===== src/dprt_pkg.sv =====
// shared constants of the dual prescaled reload timer
package dprt_pkg;

  // ----------------------------------------------------------------
  // prescaler ratio codes and divide factors
  // ----------------------------------------------------------------
  localparam logic [1:0] DPRT_RATIO_DIV1   = 2'h0;
  localparam logic [1:0] DPRT_RATIO_DIV4   = 2'h1;
  localparam logic [1:0] DPRT_RATIO_DIV32  = 2'h2;
  localparam logic [1:0] DPRT_RATIO_DIV256 = 2'h3;
  localparam int         DPRT_DIV1         = 1;
  localparam int         DPRT_DIV4         = 4;
  localparam int         DPRT_DIV32        = 32;
  localparam int         DPRT_DIV256       = 256;

  // ----------------------------------------------------------------
  // source select, edge polarity and pulse channel encodings
  // ----------------------------------------------------------------
  localparam logic DPRT_SRC_LOW_SPEED  = 1'b0;
  localparam logic DPRT_SRC_HIGH_SPEED = 1'b1;
  localparam logic DPRT_POL_FALLING    = 1'b0;
  localparam logic DPRT_CH_TIMER0      = 1'b0;

  // ----------------------------------------------------------------
  // reset values and noise rejector
  // ----------------------------------------------------------------
  localparam logic [7:0] DPRT_COUNT_RST   = 8'h00;
  localparam logic [7:0] DPRT_DIV_CNT_RST = 8'h00;
  localparam logic       DPRT_TOGGLE_RST  = 1'b0;
  localparam logic       DPRT_FLAG_RST    = 1'b0;
  localparam int         DPRT_FILTER_EDGES = 2;

endpackage


===== src/dprt_prescaler.sv =====
// one prescaler: divides source clock edges by 1, 4, 32 or 256
`timescale 1ns/1ps
module dprt_prescaler
  import dprt_pkg::*;
#(
  parameter int DIV_W = 8
) (
  input  wire logic       i_mclk,
  input  wire logic       i_rst_n,
  input  wire logic       i_run,
  input  wire logic       i_src_edge,
  input  wire logic [1:0] i_ratio,
  output logic            o_tick
);

  // ----------------------------------------------------------------
  // elaboration check
  // ----------------------------------------------------------------
  if (DIV_W < 8) begin : g_bad_width
    $error("dprt_prescaler: DIV_W must hold a divide by 256");
  end

  // ----------------------------------------------------------------
  // ratio decode
  // ----------------------------------------------------------------
  function automatic logic [DIV_W-1:0] ratio_limit(input logic [1:0] r);
    logic [DIV_W-1:0] lim;
    lim = '0;
    case (r)
      DPRT_RATIO_DIV256: lim = DIV_W'(DPRT_DIV256 - 1);
      DPRT_RATIO_DIV32:  lim = DIV_W'(DPRT_DIV32 - 1);
      DPRT_RATIO_DIV4:   lim = DIV_W'(DPRT_DIV4 - 1);
      default:           lim = DIV_W'(DPRT_DIV1 - 1);
    endcase
    return lim;
  endfunction

  logic [DIV_W-1:0] cnt_q;
  logic [DIV_W-1:0] cnt_d;
  wire  logic       at_limit;

  assign at_limit = (cnt_q >= ratio_limit(i_ratio));
  assign o_tick   = i_run & i_src_edge & at_limit;
  // a stopped prescaler restarts from zero so the first period is whole
  assign cnt_d    = !i_run     ? '0 :
                    !i_src_edge ? cnt_q :
                    at_limit   ? '0 : cnt_q + DIV_W'(1);

  always_ff @(posedge i_mclk) begin
    if (!i_rst_n) begin
      cnt_q <= DIV_W'(DPRT_DIV_CNT_RST);
    end else begin
      cnt_q <= cnt_d;
    end
  end

endmodule


===== src/dprt_timer.sv =====
// dual 8-bit reload timer with chaining, event counting and pulse output
//
// Functional notes
// - each prescaler takes low-speed source on 0, high-speed on 1
// - ratio code 11 /256, 10 /32, 01 /4, 00 /1
// - in event mode timer 0 ignores its source and ratio settings
// - run bit starts the prescaler; counter decrements per divided pulse
// - underflow sets flag regardless of mask; irq only when enabled
// - pulse output toggles on each underflow of the chosen timer
// - channel select 0 picks timer 0 (timer 1 in width mode), 1 picks timer 1
// - with latch input high: gate 1 drives pulse on pin, gate 0 holds pin high
// - gate acts asynchronously so a half-cycle glitch may appear
// - halved timer 1 underflow is the serial clock while running
// - timer 1 reload of zero underflows every prescaled clock
// - width mode chains timers: timer 0 low byte, timer 1 high
// - reload strobe loads the counter from its reload value
// - in 16-bit mode timer 0 run bit alone starts and stops both
// - reading low byte holds high byte; software reads low first
// - underflow reloads and keeps counting; drives flag and pulse, and serial for timer 1 only
// - event mode bit makes timer 0 count event pin edges
// - after reset the counter mode is timer mode
// - event polarity 0 counts falling edges, 1 rising edges
// - noise rejector accepts change at second 2048 Hz falling edge
`timescale 1ns/1ps
module dprt_timer
  import dprt_pkg::*;
#(
  parameter int FILTER_EDGES = DPRT_FILTER_EDGES
) (
  input  wire logic       i_mclk,
  input  wire logic       i_rst_n,
  input  wire logic       i_low_speed_oscillator,
  input  wire logic       i_high_speed_oscillator,
  input  wire logic       i_clk_2048,
  input  wire logic       i_event_input_pin,
  input  wire logic       i_t0_source_select,
  input  wire logic       i_t1_source_select,
  input  wire logic       i_t0_divider_bit_lo,
  input  wire logic       i_t0_divider_bit_hi,
  input  wire logic       i_t1_divider_bit_lo,
  input  wire logic       i_t1_divider_bit_hi,
  input  wire logic       i_t0_run_bit,
  input  wire logic       i_t1_run_bit,
  input  wire logic       i_t0_reload_strobe,
  input  wire logic       i_t1_reload_strobe,
  input  wire logic [7:0] i_t0_reload_bits,
  input  wire logic [7:0] i_t1_reload_bits,
  input  wire logic       i_width_mode_bit,
  input  wire logic       i_event_mode_bit,
  input  wire logic       i_edge_polarity_bit,
  input  wire logic       i_noise_filter_bit,
  input  wire logic       i_t0_flag_clear,
  input  wire logic       i_t1_flag_clear,
  input  wire logic       i_t0_irq_enable,
  input  wire logic       i_t1_irq_enable,
  input  wire logic       i_pulse_channel_select,
  input  wire logic       i_pulse_out_gate,
  input  wire logic       i_shared_output_pin,
  input  wire logic       i_low_byte_read,
  input  wire logic       i_high_byte_read,
  output logic [7:0]      o_t0_count_readback,
  output logic [7:0]      o_t1_count_readback,
  output logic            o_t0_underflow_flag,
  output logic            o_t1_underflow_flag,
  output logic            o_t0_irq,
  output logic            o_t1_irq,
  output logic            o_pulse_out,
  output logic            o_shared_output_pin,
  output logic            o_serial_clock
);

  // ----------------------------------------------------------------
  // elaboration check
  // ----------------------------------------------------------------
  if (FILTER_EDGES < 1 || FILTER_EDGES > 3) begin : g_bad_filter
    $error("dprt_timer: FILTER_EDGES must be 1 to 3");
  end

  typedef enum logic [1:0] {
    DPRT_FLT_STABLE,
    DPRT_FLT_PENDING
  } dprt_flt_e;

  function automatic logic [7:0] dec8(input logic [7:0] v);
    return v - 8'h01;
  endfunction

  // ----------------------------------------------------------------
  // source edges
  // ----------------------------------------------------------------
  logic ls_q;
  logic hs_q;
  logic c2k_q;
  wire  logic ls_edge;
  wire  logic hs_edge;
  wire  logic c2k_fall;
  wire  logic src0_edge;
  wire  logic src1_edge;

  assign ls_edge   = i_low_speed_oscillator & ~ls_q;
  assign hs_edge   = i_high_speed_oscillator & ~hs_q;
  assign c2k_fall  = ~i_clk_2048 & c2k_q;
  // high-speed edges only arrive once software has settled it
  assign src0_edge = (i_t0_source_select == DPRT_SRC_HIGH_SPEED) ?
                     hs_edge : ls_edge;
  assign src1_edge = (i_t1_source_select == DPRT_SRC_HIGH_SPEED) ?
                     hs_edge : ls_edge;

  // ----------------------------------------------------------------
  // prescalers
  // ----------------------------------------------------------------
  wire logic p0_run;
  wire logic p1_run;
  wire logic p0_tick;
  wire logic p1_tick;

  // prescaler 0 idles in event mode, timer 1's in chained mode
  assign p0_run = i_t0_run_bit & ~i_event_mode_bit;
  assign p1_run = i_t1_run_bit & ~i_width_mode_bit;

  dprt_prescaler u_presc0 (
    .i_mclk     (i_mclk),
    .i_rst_n    (i_rst_n),
    .i_run      (p0_run),
    .i_src_edge (src0_edge),
    .i_ratio    ({i_t0_divider_bit_hi, i_t0_divider_bit_lo}),
    .o_tick     (p0_tick)
  );

  dprt_prescaler u_presc1 (
    .i_mclk     (i_mclk),
    .i_rst_n    (i_rst_n),
    .i_run      (p1_run),
    .i_src_edge (src1_edge),
    .i_ratio    ({i_t1_divider_bit_hi, i_t1_divider_bit_lo}),
    .o_tick     (p1_tick)
  );

  // ----------------------------------------------------------------
  // event input and noise rejector
  // ----------------------------------------------------------------
  dprt_flt_e  flt_q;
  dprt_flt_e  flt_d;
  logic [1:0] fedge_q;
  logic [1:0] fedge_d;
  logic       lvl_q;
  logic       lvl_d;
  logic       lvl_prev_q;
  wire  logic differs;
  wire  logic accept;
  wire  logic evt_edge;

  assign differs = i_event_input_pin ^ lvl_q;
  assign accept  = (flt_q == DPRT_FLT_PENDING) & differs & c2k_fall &
                   (fedge_q == 2'(FILTER_EDGES - 1));

  always_comb begin
    flt_d   = flt_q;
    fedge_d = fedge_q;
    lvl_d   = lvl_q;
    case (flt_q)
      DPRT_FLT_STABLE: begin
        fedge_d = 2'h0;
        if (differs && !i_noise_filter_bit) begin
          lvl_d = i_event_input_pin;
        end else if (differs) begin
          flt_d = DPRT_FLT_PENDING;
        end
      end
      DPRT_FLT_PENDING: begin
        // a pulse that returns before acceptance is thrown away
        if (!differs || !i_noise_filter_bit) begin
          flt_d = DPRT_FLT_STABLE;
        end else if (accept) begin
          lvl_d = i_event_input_pin;
          flt_d = DPRT_FLT_STABLE;
        end else if (c2k_fall) begin
          fedge_d = fedge_q + 2'h1;
        end
      end
      default: flt_d = DPRT_FLT_STABLE;
    endcase
  end

  assign evt_edge = (i_edge_polarity_bit == DPRT_POL_FALLING) ?
                    (lvl_prev_q & ~lvl_q) :
                    (~lvl_prev_q & lvl_q);

  // ----------------------------------------------------------------
  // counters
  // ----------------------------------------------------------------
  logic [7:0] cnt0_q;
  logic [7:0] cnt1_q;
  logic [7:0] cnt0_d;
  logic [7:0] cnt1_d;
  wire  logic tick0;
  wire  logic tick1;
  wire  logic z0;
  wire  logic z1;
  wire  logic uf0;
  wire  logic uf1;
  wire  logic reload0;

  assign z0    = (cnt0_q == 8'h00);
  assign z1    = (cnt1_q == 8'h00);
  assign tick0 = i_t0_run_bit &
                 (i_event_mode_bit ? evt_edge : p0_tick);
  // chained: the low byte's borrow clocks the high byte
  assign tick1 = i_width_mode_bit ? (tick0 & z0) : p1_tick;
  assign uf0   = ~i_width_mode_bit & tick0 & z0;
  assign uf1   = tick1 & z1;
  assign reload0 = i_width_mode_bit ? uf1 : uf0;

  assign cnt0_d = i_t0_reload_strobe ? i_t0_reload_bits :
                  reload0            ? i_t0_reload_bits :
                  tick0              ? dec8(cnt0_q) : cnt0_q;
  // a zero reload value simply underflows on every tick
  assign cnt1_d = i_t1_reload_strobe ? i_t1_reload_bits :
                  uf1                ? i_t1_reload_bits :
                  tick1              ? dec8(cnt1_q) : cnt1_q;

  // ----------------------------------------------------------------
  // flags, toggles and readback hold
  // ----------------------------------------------------------------
  logic       tog_q;
  logic       ser_q;
  logic       hold_q;
  logic [7:0] hi_q;
  wire  logic pulse_ev;

  // chained mode has one underflow, reported on timer 1
  assign pulse_ev = (i_pulse_channel_select != DPRT_CH_TIMER0 ||
                     i_width_mode_bit) ? uf1 : uf0;

  always_ff @(posedge i_mclk) begin
    if (!i_rst_n) begin
      ls_q       <= i_low_speed_oscillator;
      hs_q       <= i_high_speed_oscillator;
      c2k_q      <= i_clk_2048;
      flt_q      <= DPRT_FLT_STABLE;
      fedge_q    <= 2'h0;
      lvl_q      <= i_event_input_pin;
      lvl_prev_q <= i_event_input_pin;
      cnt0_q     <= DPRT_COUNT_RST;
      cnt1_q     <= DPRT_COUNT_RST;
      tog_q      <= DPRT_TOGGLE_RST;
      ser_q      <= DPRT_TOGGLE_RST;
      hold_q     <= 1'b0;
      hi_q       <= DPRT_COUNT_RST;
      o_t0_underflow_flag <= DPRT_FLAG_RST;
      o_t1_underflow_flag <= DPRT_FLAG_RST;
      o_t0_count_readback <= DPRT_COUNT_RST;
    end else begin
      ls_q       <= i_low_speed_oscillator;
      hs_q       <= i_high_speed_oscillator;
      c2k_q      <= i_clk_2048;
      flt_q      <= flt_d;
      fedge_q    <= fedge_d;
      lvl_q      <= lvl_d;
      lvl_prev_q <= lvl_q;
      cnt0_q     <= cnt0_d;
      cnt1_q     <= cnt1_d;
      if (pulse_ev) begin
        tog_q <= ~tog_q;
      end
      if (uf1) begin
        ser_q <= ~ser_q;
      end
      // set beats a simultaneous clear
      o_t0_underflow_flag <= uf0 |
        (o_t0_underflow_flag & ~i_t0_flag_clear);
      o_t1_underflow_flag <= uf1 |
        (o_t1_underflow_flag & ~i_t1_flag_clear);
      o_t0_count_readback <= cnt0_d;
      if (i_low_byte_read) begin
        hold_q <= 1'b1;
        hi_q   <= cnt1_q;
      end else begin
        if (i_high_byte_read) begin
          hold_q <= 1'b0;
        end
        if (!hold_q || i_high_byte_read) begin
          hi_q <= cnt1_d;
        end
      end
    end
  end

  // ----------------------------------------------------------------
  // outputs
  // ----------------------------------------------------------------
  assign o_t1_count_readback = hi_q;
  assign o_t0_irq       = o_t0_underflow_flag & i_t0_irq_enable;
  assign o_t1_irq       = o_t1_underflow_flag & i_t1_irq_enable;
  assign o_pulse_out    = tog_q;
  assign o_serial_clock = ser_q;
  // the gate is not timed to the toggle, so switching it may clip a
  // half cycle; the latch input must stay high for the pulse to pass
  assign o_shared_output_pin = i_shared_output_pin &
    (i_pulse_out_gate ? tog_q : 1'b1);
endmodule


===== config.mk =====
export PLATFORM = sky130hd
export DESIGN_NAME = dprt_timer
export DESIGN_NICKNAME = d
export VERILOG_FILES = /design/src/dprt_pkg.sv /design/src/dprt_prescaler.sv /design/src/dprt_timer.sv
export SDC_FILE = /design/constraint.sdc
export NUM_CORES = 1
export LEC_CHECK = 0
export BUFFER_PORTS_ARGS = -buffer_cell sky130_fd_sc_hd__clkbuf_2
export CAP_MARGIN = 20
export CORE_ASPECT_RATIO = 1.4
export CORE_MARGIN = 5
export CORE_UTILIZATION = 24
export DETAILED_ROUTE_END_ITERATION = 10
export PLACE_DENSITY_LB_ADDON = 0.15
export RECOVER_POWER = 25
export SETUP_SLACK_MARGIN = 0.1
export SYNTH_ARGS = -nofsm -noshare
export SYNTH_HDL_FRONTEND = slang
export SYNTH_HIERARCHICAL = 1
export SYNTH_SLANG_ARGS = --single-unit
export TNS_END_PERCENT = 5

===== constraint.sdc =====
create_clock -name i_mclk -period 4.4 [get_ports i_mclk]
set_input_delay 0.66 -clock i_mclk [delete_from_list [all_inputs] [get_ports i_mclk]]
set_output_delay 0.66 -clock i_mclk [all_outputs]
set_load 0.02 [all_outputs]

[After elaboration in Yosys (flattened, before gate mapping)]
Index checks and enable logic that the tools add are counted.
Cells by class
  add/sub/neg operators: 5
  magnitude comparators: 2
  eq/ne operators: 18
  multiplexer cells: 37
  bitwise logic cells: 38
  reduce and logical (&&, ||, !) cells: 19
Operator list (number)
  8-bit 2-to-1 mux: 10
  8-bit case mux with 3 select lines: 2
  1-bit bitwise AND: 24
  8-bit by 1-bit adder with 8-bit output (second input constant): 2
  8-bit >= comparator: 2
  8-bit logical NOT: 2
  8-bit by 1-bit subtractor with 8-bit output (second input constant): 2
  1-bit 2-to-1 mux: 15
  2-bit 2-to-1 mux: 7
  1-bit inverter: 11
  2-bit inequality test (second input constant): 5
  3-bit inequality test (second input constant): 3
  2-bit by 1-bit equality test with 1-bit output (second input constant): 4
  2-bit equality test (second input constant): 4
  2-bit case mux with 2 select lines: 2
  4-bit AND reduction: 2
  2-bit nonzero test: 3
  2-bit AND reduction: 2
  1-bit logical NOT: 3
  1-bit logical OR: 3
  3-bit by 1-bit inequality test with 1-bit output (second input constant): 1
  3-bit by 2-bit inequality test with 1-bit output (second input constant): 1
  3-bit AND reduction: 1
  3-bit nonzero test: 1
  6 further kinds: 7
Storage, ports and cells
  register bits: 54
  input port bits: 45
  output and inout bits: 23

[Logic depth before layout (Yosys ltp)]
Gate-level depths: netlist (run 1).
  depth after elaboration: 14
  gate-level depth with buffers: 16

[Hierarchy]
The synthesis (run 1) kept the hierarchy.
Modules (own cells, without submodules)
  dprt_timer: instances 1, cells an instance 256, area an instance 2113.3 µm²
  dprt_prescaler: instances 2, cells an instance 61, area an instance 589.3 µm²

[Least setup slack after synthesis (run 1)]
OpenSTA, ideal clock, no wires.
  path type: input-to-reg
  start: input port i_t0_divider_bit_hi
  end: register cnt0_q[3]
  library setup time: 116 ps
  arrival: 3256 ps
  data required time: 4284 ps
  slack: 1028 ps
  cell stages on the path: 15
  path buffers: 3
  path through: nand2_1 -> ha_1 -> and3_4 -> a221o_1 -> a22o_1 -> buf_6 -> and2_1 -> o21ai_0 -> a31o_1 -> buf_6 -> nor2_1 -> a31oi_1 -> buf_2 -> nand2_1 -> o211a_1
Between the ends
  longest elaborated chain between the ends: 12
Ends and longest elaborated chain
  start: declaration: line dprt_timer.sv:39  | input wire logic i_t0_divider_bit_hi,
  2-bit by 1-bit equality test with 1-bit output or 2-bit equality test (tied branches): line dprt_prescaler.sv:29  | case (r)
  8-bit case mux with 3 select lines *: line dprt_prescaler.sv:29
  8-bit >= comparator *: line dprt_prescaler.sv:42  | assign at_limit = (cnt_q >= ratio_limit(i_ratio));
  1-bit bitwise AND *: line dprt_prescaler.sv:43  | assign o_tick = i_run & i_src_edge & at_limit;
  net p0_tick: line dprt_timer.sv:114  | wire logic p0_tick;
  1-bit 2-to-1 mux *: line dprt_timer.sv:207  | (i_event_mode_bit ? evt_edge : p0_tick);
  1-bit bitwise AND *: line dprt_timer.sv:206  | assign tick0 = i_t0_run_bit &
  1-bit bitwise AND: line dprt_timer.sv:209  | assign tick1 = i_width_mode_bit ? (tick0 & z0) : p1_tick;
  1-bit 2-to-1 mux: line dprt_timer.sv:209
  1-bit bitwise AND: line dprt_timer.sv:211  | assign uf1 = tick1 & z1;
  1-bit 2-to-1 mux: line dprt_timer.sv:212  | assign reload0 = i_width_mode_bit ? uf1 : uf0;
  8-bit 2-to-1 mux: line dprt_timer.sv:215  | reload0 ? i_t0_reload_bits :
  8-bit 2-to-1 mux: line dprt_timer.sv:214  | assign cnt0_d = i_t0_reload_strobe ? i_t0_reload_bits :
  end signal: assignment: line dprt_timer.sv:261  | cnt0_q <= cnt0_d;
  end: declaration: line dprt_timer.sv:192  | logic [7:0] cnt0_q;
The timed path passes the listed nets; every way through them passes the cells marked *.
A chain may end at the register's enable or synchronous reset.

[Worst setup path in the final report (run 1)]
  start: input port i_low_speed_oscillator
  end: register hi_q[0] (netlist: o_t1_count_readback[0])
Between the ends
  longest elaborated chain between the ends: 13
Ends and longest elaborated chain
  start: declaration: line dprt_timer.sv:32  | input wire logic i_low_speed_oscillator,
  1-bit bitwise AND *: line dprt_timer.sv:100  | assign ls_edge = i_low_speed_oscillator & ~ls_q;
  1-bit 2-to-1 mux *: line dprt_timer.sv:104  | assign src0_edge = (i_t0_source_select == DPRT_SRC_HIGH_SPEED) ?
  net src0_edge: line dprt_timer.sv:97  | wire logic src0_edge;
  1-bit bitwise AND * (2 in a row): line dprt_prescaler.sv:43
  net p0_tick: line dprt_timer.sv:114
  1-bit 2-to-1 mux *: line dprt_timer.sv:207
  1-bit bitwise AND *: line dprt_timer.sv:206
  1-bit bitwise AND *: line dprt_timer.sv:209
  1-bit 2-to-1 mux *: line dprt_timer.sv:209
  8-bit 2-to-1 mux or 1-bit bitwise AND (tied branches): line dprt_timer.sv:220, dprt_timer.sv:211
  8-bit 2-to-1 mux *: line dprt_timer.sv:219  | uf1 ? i_t1_reload_bits :
  8-bit 2-to-1 mux *: line dprt_timer.sv:218  | assign cnt1_d = i_t1_reload_strobe ? i_t1_reload_bits :
  8-bit 2-to-1 mux *: line dprt_timer.sv:282  | if (!hold_q || i_high_byte_read) begin
  8-bit 2-to-1 mux *: line dprt_timer.sv:275  | if (i_low_byte_read) begin
  end signal: assignment: line dprt_timer.sv:277  | hi_q <= cnt1_q;
  end signal: assignment: line dprt_timer.sv:283  | hi_q <= cnt1_d;
  end: declaration: line dprt_timer.sv:228  | logic [7:0] hi_q;
The timed path passes the listed nets; every way through them passes the cells marked *. The select of a mux whose other input is x is not followed.

==> impl_metrics.ini, run 1 <==
[critical_path]
end_kind = flop
critPathKind = in -> reg
critical_path_arrival_ns = 3.96
start_kind = primary input
r2r_start = ls_q
regToRegEndpoint = o_t1_count_readback[0]
crit_fanout = 10
ff2ff_path_depth = 11
rrSetupSlack_ns = 0.72
required_ns = 4.58

[sta]
drv_slew = 0
fin_crit_sh = 0.857
rsz0062_at_grt = no
timing.fmax_mhz = 265
clock_skew_ns = 0.0107
holdWs_ns = 0.457
setup_viol = 0
slew_headroom = 0.0149
min_period_ns = 3.77
setup_ws_ns = 0.628
tns_ns = 0
worst_slew_pin_slew_ns = 1.48
hold_violations = 0

[floorplanning]
die_w_um = 109
coreArea_mm2 = 0.0135
rows = 50
start_util = 0.245
ioPinCount = 68
die_area_mm2 = 0.0162
fp.dieH_um = 149

[finish]
drive_gt1_frac = 0.202
fin_nets = 507
synthToLayoutAreaGrowth_pct = 19.5
diodes = 0
fillers = 1486

[place]
preCtsSetupSlack_ns = 0.347
io_buffer_count = 67
finalWeightedCongestion = 0.847
dp_hpwl_mm = 7.15

[synth]
synthCells = 378
synth_cell_type_count = 57
synth_enable_flop_cells = 1
yosys_warnings = 6
synth_top_area_frac = 0.316
synth.area.top_cells = dfxtp_1 32%, ha_1 8.4%, nor3_2 5.2%, nand2_1 4.6%, o21ai_0 4.0%
async_flop_share = 0
synthFlopType = dfxtp_1
ys_seq_area_frac = 0.325
ys_ff_latch = 53
syn_area_per_cell_um2 = 8.71
synth_fp_nets = 445
synth_top_area_cell = dfxtp_1
syn_area_mm2 = 0.00329

[clocking]
clk_path_buf_depth = 2
cts_setup_buffers = 0
clk_latency_ns = 0.30
cts.clk_slew.worst_paths_ns = 0.07
cts_resized = 0
cts-root-buf = clkbuf_16
cts_hold_buf = 0
cts_tree = done
clkSinkCount = 53
cts_made_buffers = 5
htree_levels = 2

[global_route]
grt-ovfl-total = 0
grt_max_degree = 37
gr-usage-all-layers = 0.116
grt_pass1_wl_mm = 14.9
grt_pass1_vias = 3082
antenna_found_initial = 0

[power_and_ir_drop]
leakage_nw = 1.62
vdd_ir_drop_max_mv = 0.154
pwr_density_cell_mw_per_mm2 = 299

[worst_hold_path]
min_from = fedge_q[1]
whs_path_depth = 2
min_path_type = reg -> reg
worstHoldEndpoint = fedge_q[1]

[route]
drt-initial-drc-count = 125
ant_nets = 0
first_pass_iters = 4
vias_per_cell = 4.69
vias = 2924
post_drt_wl_per_cell_um = 14.5
wirelength_mm = 9.04
drc = 0

[flow_run]
drv_cap = 0

[status]
outcome = finished clean
state kept, by name, indices dropped and copies added (netlist names), 2 cells and up:
name / count
fedge_q: 2
cnt0_q: 8
u_presc1/cnt_q: 8
o_t1_count_readback: 8
cnt1_q: 8
u_presc0/cnt_q: 8
cells by family after synthesis:
logic type	count (synthesis)	share of synthesized area
AND/OR/NAND/NOR	156	0.274
adder cells (fa/ha/maj)	22	0.0836
AO/OA/AOI/OAI	88	0.195
flip-flops	53	0.325
multiplexers	4	0.0125
XOR/XNOR	25	0.0665
buffers and inverters	30	0.0429
layer usage:
layer | global-route usage | vias to the layer above | routed length [µm]
met5 | 0 | - | 0
met4 | 0.0303 | 0 | 110
met1 | 0.128 | 1366 | 3760
met2 | 0.220 | 67 | 4790
li1 | - | 1483 | -
met3 | 0.0230 | 8 | 378
per-stage QoR:
stage	util	instances	power (mW)	area (µm²)
2_1_floorplan	-	378	0.664	3290
3_3_place_gp	0.281	615	0.736	3780
3_5_place_dp	0.281	615	0.737	3780
4_1_cts	0.294	623	1.20	3950
5_1_grt	0.293	623	1.25	3940
6_report	0.293	623	1.18	3940
critical path, cell delays in order:
cell and delay [ns]:
clkbuf_1 0.10, nand2b_1 0.07, o21ai_0 0.72, o2111a_1 0.30, a22o_1 0.44, and2_1 0.19, o21ai_0 0.09, a31o_1 0.34
o31ai_4 0.46, nor3_2 0.07, o31a_1 0.30, a22o_1 0.21
placed cells by master, fill, tap and decap left out, drive strengths merged, types with 2 or more instances in the layout:
| cell type | netlist | layout |
|---|---|---|
| clkbuf | 5 | 73 |
| dfxtp | 52 | 52 |
| nand2 | 40 | 40 |
| nor3 | 32 | 32 |
| o21ai | 28 | 28 |
| ha | 22 | 22 |
| nor2 | 21 | 21 |
| inv | 17 | 18 |
| xnor2 | 14 | 14 |
| a21oi | 14 | 14 |
| xor2 | 11 | 11 |
| and2 | 11 | 11 |
| nor3b | 10 | 10 |
| nor2b | 8 | 8 |
| o211a | 8 | 8 |
| nand4 | 7 | 7 |
| a31oi | 6 | 6 |
| o31ai | 6 | 6 |
| nand3 | 5 | 5 |
| a21o | 5 | 5 |
| and3 | 5 | 5 |
| nand2b | 3 | 3 |
| mux2i | 3 | 3 |
| a22o | 3 | 3 |
| or2 | 3 | 3 |
| o31a | 3 | 3 |
| nand3b | 2 | 2 |
| nor4b | 2 | 2 |
| nand4b | 2 | 2 |
| o21bai | 2 | 2 |
| or3 | 2 | 2 |
| o2111a | 2 | 2 |
| a221o | 2 | 2 |
synthesized netlist by cell type (10+ instances only):
master   instances
dfxtp_1         52
nand2_1         40
o21ai_0         26
ha_1            22
nor2_1          21
inv_1           17
nor3_2          17
nor3_1          15
a21oi_1         14
xnor2_1         14
and2_1          11
xor2_1          11
nor3b_1         10
cell type report:
cell class	count	area, µm²	area share
clock buffers	6	129	0.0328
clock inverters	2	38.8	0.00986
inverters	17	63.8	0.0162
multi-input cells	295	2080	0.528
flip-flops and latches	53	1070	0.272
well taps	182	228	0.0579
repair buffers	68	325	0.0827
worst max-delay path by stage:
stage | startpoint | slack (ns) | to | cells after the start
4_1_cts | i_low_speed_oscillator | 0.64 | o_t1_count_readback[0] | 12
3_3_place_gp | i_low_speed_oscillator | 0.36 | o_t1_count_readback[0] | 12
2_1_floorplan | i_t0_divider_bit_hi | 1.03 | cnt0_q[3] | 15
3_5_place_dp | i_low_speed_oscillator | 0.35 | o_t1_count_readback[0] | 12
5_1_grt | i_low_speed_oscillator | 0.39 | o_t1_count_readback[0] | 12
6_report | i_low_speed_oscillator | 0.63 | o_t1_count_readback[0] | 12
where the power goes:
group          internal [mW]  total, mW  switching, mW  leakage [nW]
clock                  0.271      0.457          0.186        0.0815
sequential             0.503      0.528         0.0248         0.437
combinational         0.0775      0.193          0.116          1.10
(Power assumes the default switching activity.)
==> inputs of run 2 (changes only) <==
==> constraint.sdc (replaced) <==
create_clock -name i_mclk -period 4.9 [get_ports i_mclk]
set_input_delay 0.735 -clock i_mclk [delete_from_list [all_inputs] [get_ports i_mclk]]
set_output_delay 0.735 -clock i_mclk [all_outputs]
set_load 0.02 [all_outputs]
==> run 2 against run 1 <==
  * The run now ends with capacitance limit, slew limit left
  * Hold slack gained 0.0076 ns
  * Design area is essentially flat
  * Sequential share of layout area is essentially flat
  * Count of clock-buffer cells in the layout is the same
  * Routed wire length shrank 0.60%
  * Setup slack gained 0.44 ns
  * Non-clock buffer count is the same
  * Critical path type unchanged
==> impl_metrics.ini, run 2 (same netlist as run 1, synthesis figures left out) <==
[status]
outcome = complete, but fails checks
violations = capacitance limit, slew limit

[floorplanning]
die_area_mm2 = 0.0162
ioPinCount = 68
coreArea_mm2 = 0.0135
die_w_um = 109
start_util = 0.245
rows = 50
fp.dieH_um = 149

[power_and_ir_drop]
power_mw = 1.06
pwr_density_cell_mw_per_mm2 = 269
netSwitchingFraction = 0.276
internal_power_uw = 764
combPwrFrac = 0.164
p_switching_uw = 291
pwr-share-clk = 0.388
p_seq_frac = 0.448
leakage_nw = 1.61
vdd_ir_drop_max_mv = 0.139

[sta]
rsz0062_at_grt = no
drv_slew = 37
fin_crit_sh = 0.783
clock_skew_ns = 0.00990
tns_ns = 0
worst_slew_pin_slew_ns = 1.58
setup_ws_ns = 1.06
hold_violations = 0
timing.fmax_mhz = 261
min_period_ns = 3.84
setup_viol = 0
slew_headroom = -0.0507

[clocking]
htree_levels = 2
cts_setup_buffers = 0
cts_resized = 0
clkSinkCount = 53
clk_path_buf_depth = 2
cts_tree = done
cts_made_buffers = 5
cts-root-buf = clkbuf_16
cts_hold_buf = 0
cts.clk_slew.worst_paths_ns = 0.07
clk_latency_ns = 0.30

[critical_path]
path_cells = clkbuf_1 > nand2b_1 > o21ai_0 > o2111a_1 > a22o_1 > and2_1 > o21ai_0 > a31o_1 > o31ai_4 > nor3_2 > o31a_1 > a22o_1
cp_top_family = compound AO/OA/AOI/OAI gates
crit_end = o_t1_count_readback[0]
critPathKind = in -> reg
rrSetupSlack_ns = 1.23
start_kind = primary input
critical_path_arrival_ns = 4.02
crit_fanout = 10
crit_path_max_incr_delay_ns = 0.70
ff2ff_path_depth = 11
regToRegEndpoint = o_t1_count_readback[0]
required_ns = 5.08
crit_cells = 12
slowest_stage = o21ai_0
end_kind = flop
crit_path_start = i_low_speed_oscillator
path_buf_inv = 1
r2r_start = ls_q

[finish]
finalInstanceArea_mm2 = 0.00393
drive_gt1_frac = 0.197
layout_commonest_cell = dfxtp_1
fin_nets = 507
diodes = 0
final_cell_mix = 52 x dfxtp_1, 51 x clkbuf_2, 40 x nand2_1, 26 x o21ai_0, 22 x ha_1
final_core_util = 0.292
synthToLayoutAreaGrowth_pct = 19.5

[route]
vias = 2911
ant_nets = 0
drt-initial-drc-count = 72
drc = 0
first_pass_iters = 4
vias_per_cell = 4.67
post_drt_wl_per_cell_um = 14.4
wirelength_mm = 8.98

[global_route]
use_met2 = 0.210
grt-ovfl-total = 0
antenna_found_initial = 0
groute.layer.met1.usage = 0.129
grt_max_degree = 37
busiest_layer = met2
grt_pass1_vias = 3054
gr-usage-all-layers = 0.114
grt_pass1_wl_mm = 14.7
grt_use_met3 = 0.0213

[place]
io_buffer_count = 67
dp_hpwl_mm = 7.12
finalWeightedCongestion = 0.852
preCtsSetupSlack_ns = 0.771
postPlaceCellArea_mm2 = 0.00378

[flow_run]
drv_cap = 1

[worst_hold_path]
min_path_type = reg -> reg
## run 2: cell types whose count changed in the layout (fill, tap and decap cells not counted)
| cell | previous run | this run |
|---|---|---|
| clkbuf_2 | 53 | 51 |
| and2_1 | 10 | 11 |
| and2_0 | 1 | 0 |
| clkbuf_1 | 15 | 17 |
## run 2: tightest hold or removal path, stage by stage, from the launching register on
cell and delay (ns):
dfxtp_1 0.31, nand2_1 0.06, a21oi_1 0.05
## run 2: worst min-delay path by stage
stage	from	endpoint	slack, ns	cells past startpoint
floorplan	fedge_q[1]	fedge_q[1]	0.43	2
global placement	fedge_q[1]	fedge_q[1]	0.44	2
detailed placement	fedge_q[1]	fedge_q[1]	0.45	2
CTS	fedge_q[1]	fedge_q[1]	0.46	2
global route	fedge_q[1]	fedge_q[1]	0.50	2
finish	fedge_q[1]	fedge_q[1]	0.47	2
## run 2: per-stage QoR
step                      hold WS (ns)  instances
after global placement           0.440        615
after global routing             0.504        623
after CTS                        0.464        623
after floorplan                  0.433        378
after detailed placement         0.453        615
final                            0.465        623
## run 2: power by group through the flow
stage / registers, mW / clock network [mW] / logic (mW)
3_5_place_dp: 0.484 / 0 / 0.177
5_1_grt: 0.477 / 0.442 / 0.195
2_1_floorplan: 0.489 / 0 / 0.107
6_report: 0.473 / 0.409 / 0.173
3_3_place_gp: 0.484 / 0 / 0.176
4_1_cts: 0.474 / 0.428 / 0.178
## run 2: area by class of cell
type / count / area (µm²)
fill: 1461 / 9520
multi-input combinational: 295 / 2080
sequential: 53 / 1070
timing repair buffer: 68 / 323
tap: 182 / 228
clock buffer: 6 / 129
inverter: 17 / 63.8
clock inverter: 2 / 38.8
## run 2: routing by layer
metal / routed length (µm) / share of wire / vias to the layer above
met3: 302 / 0.034 / 10
met2: 4770 / 0.53 / 58
li1: - / - / 1485
met4: 119 / 0.013 / 0
met1: 3790 / 0.42 / 1358
met5: 0 / 0 / -
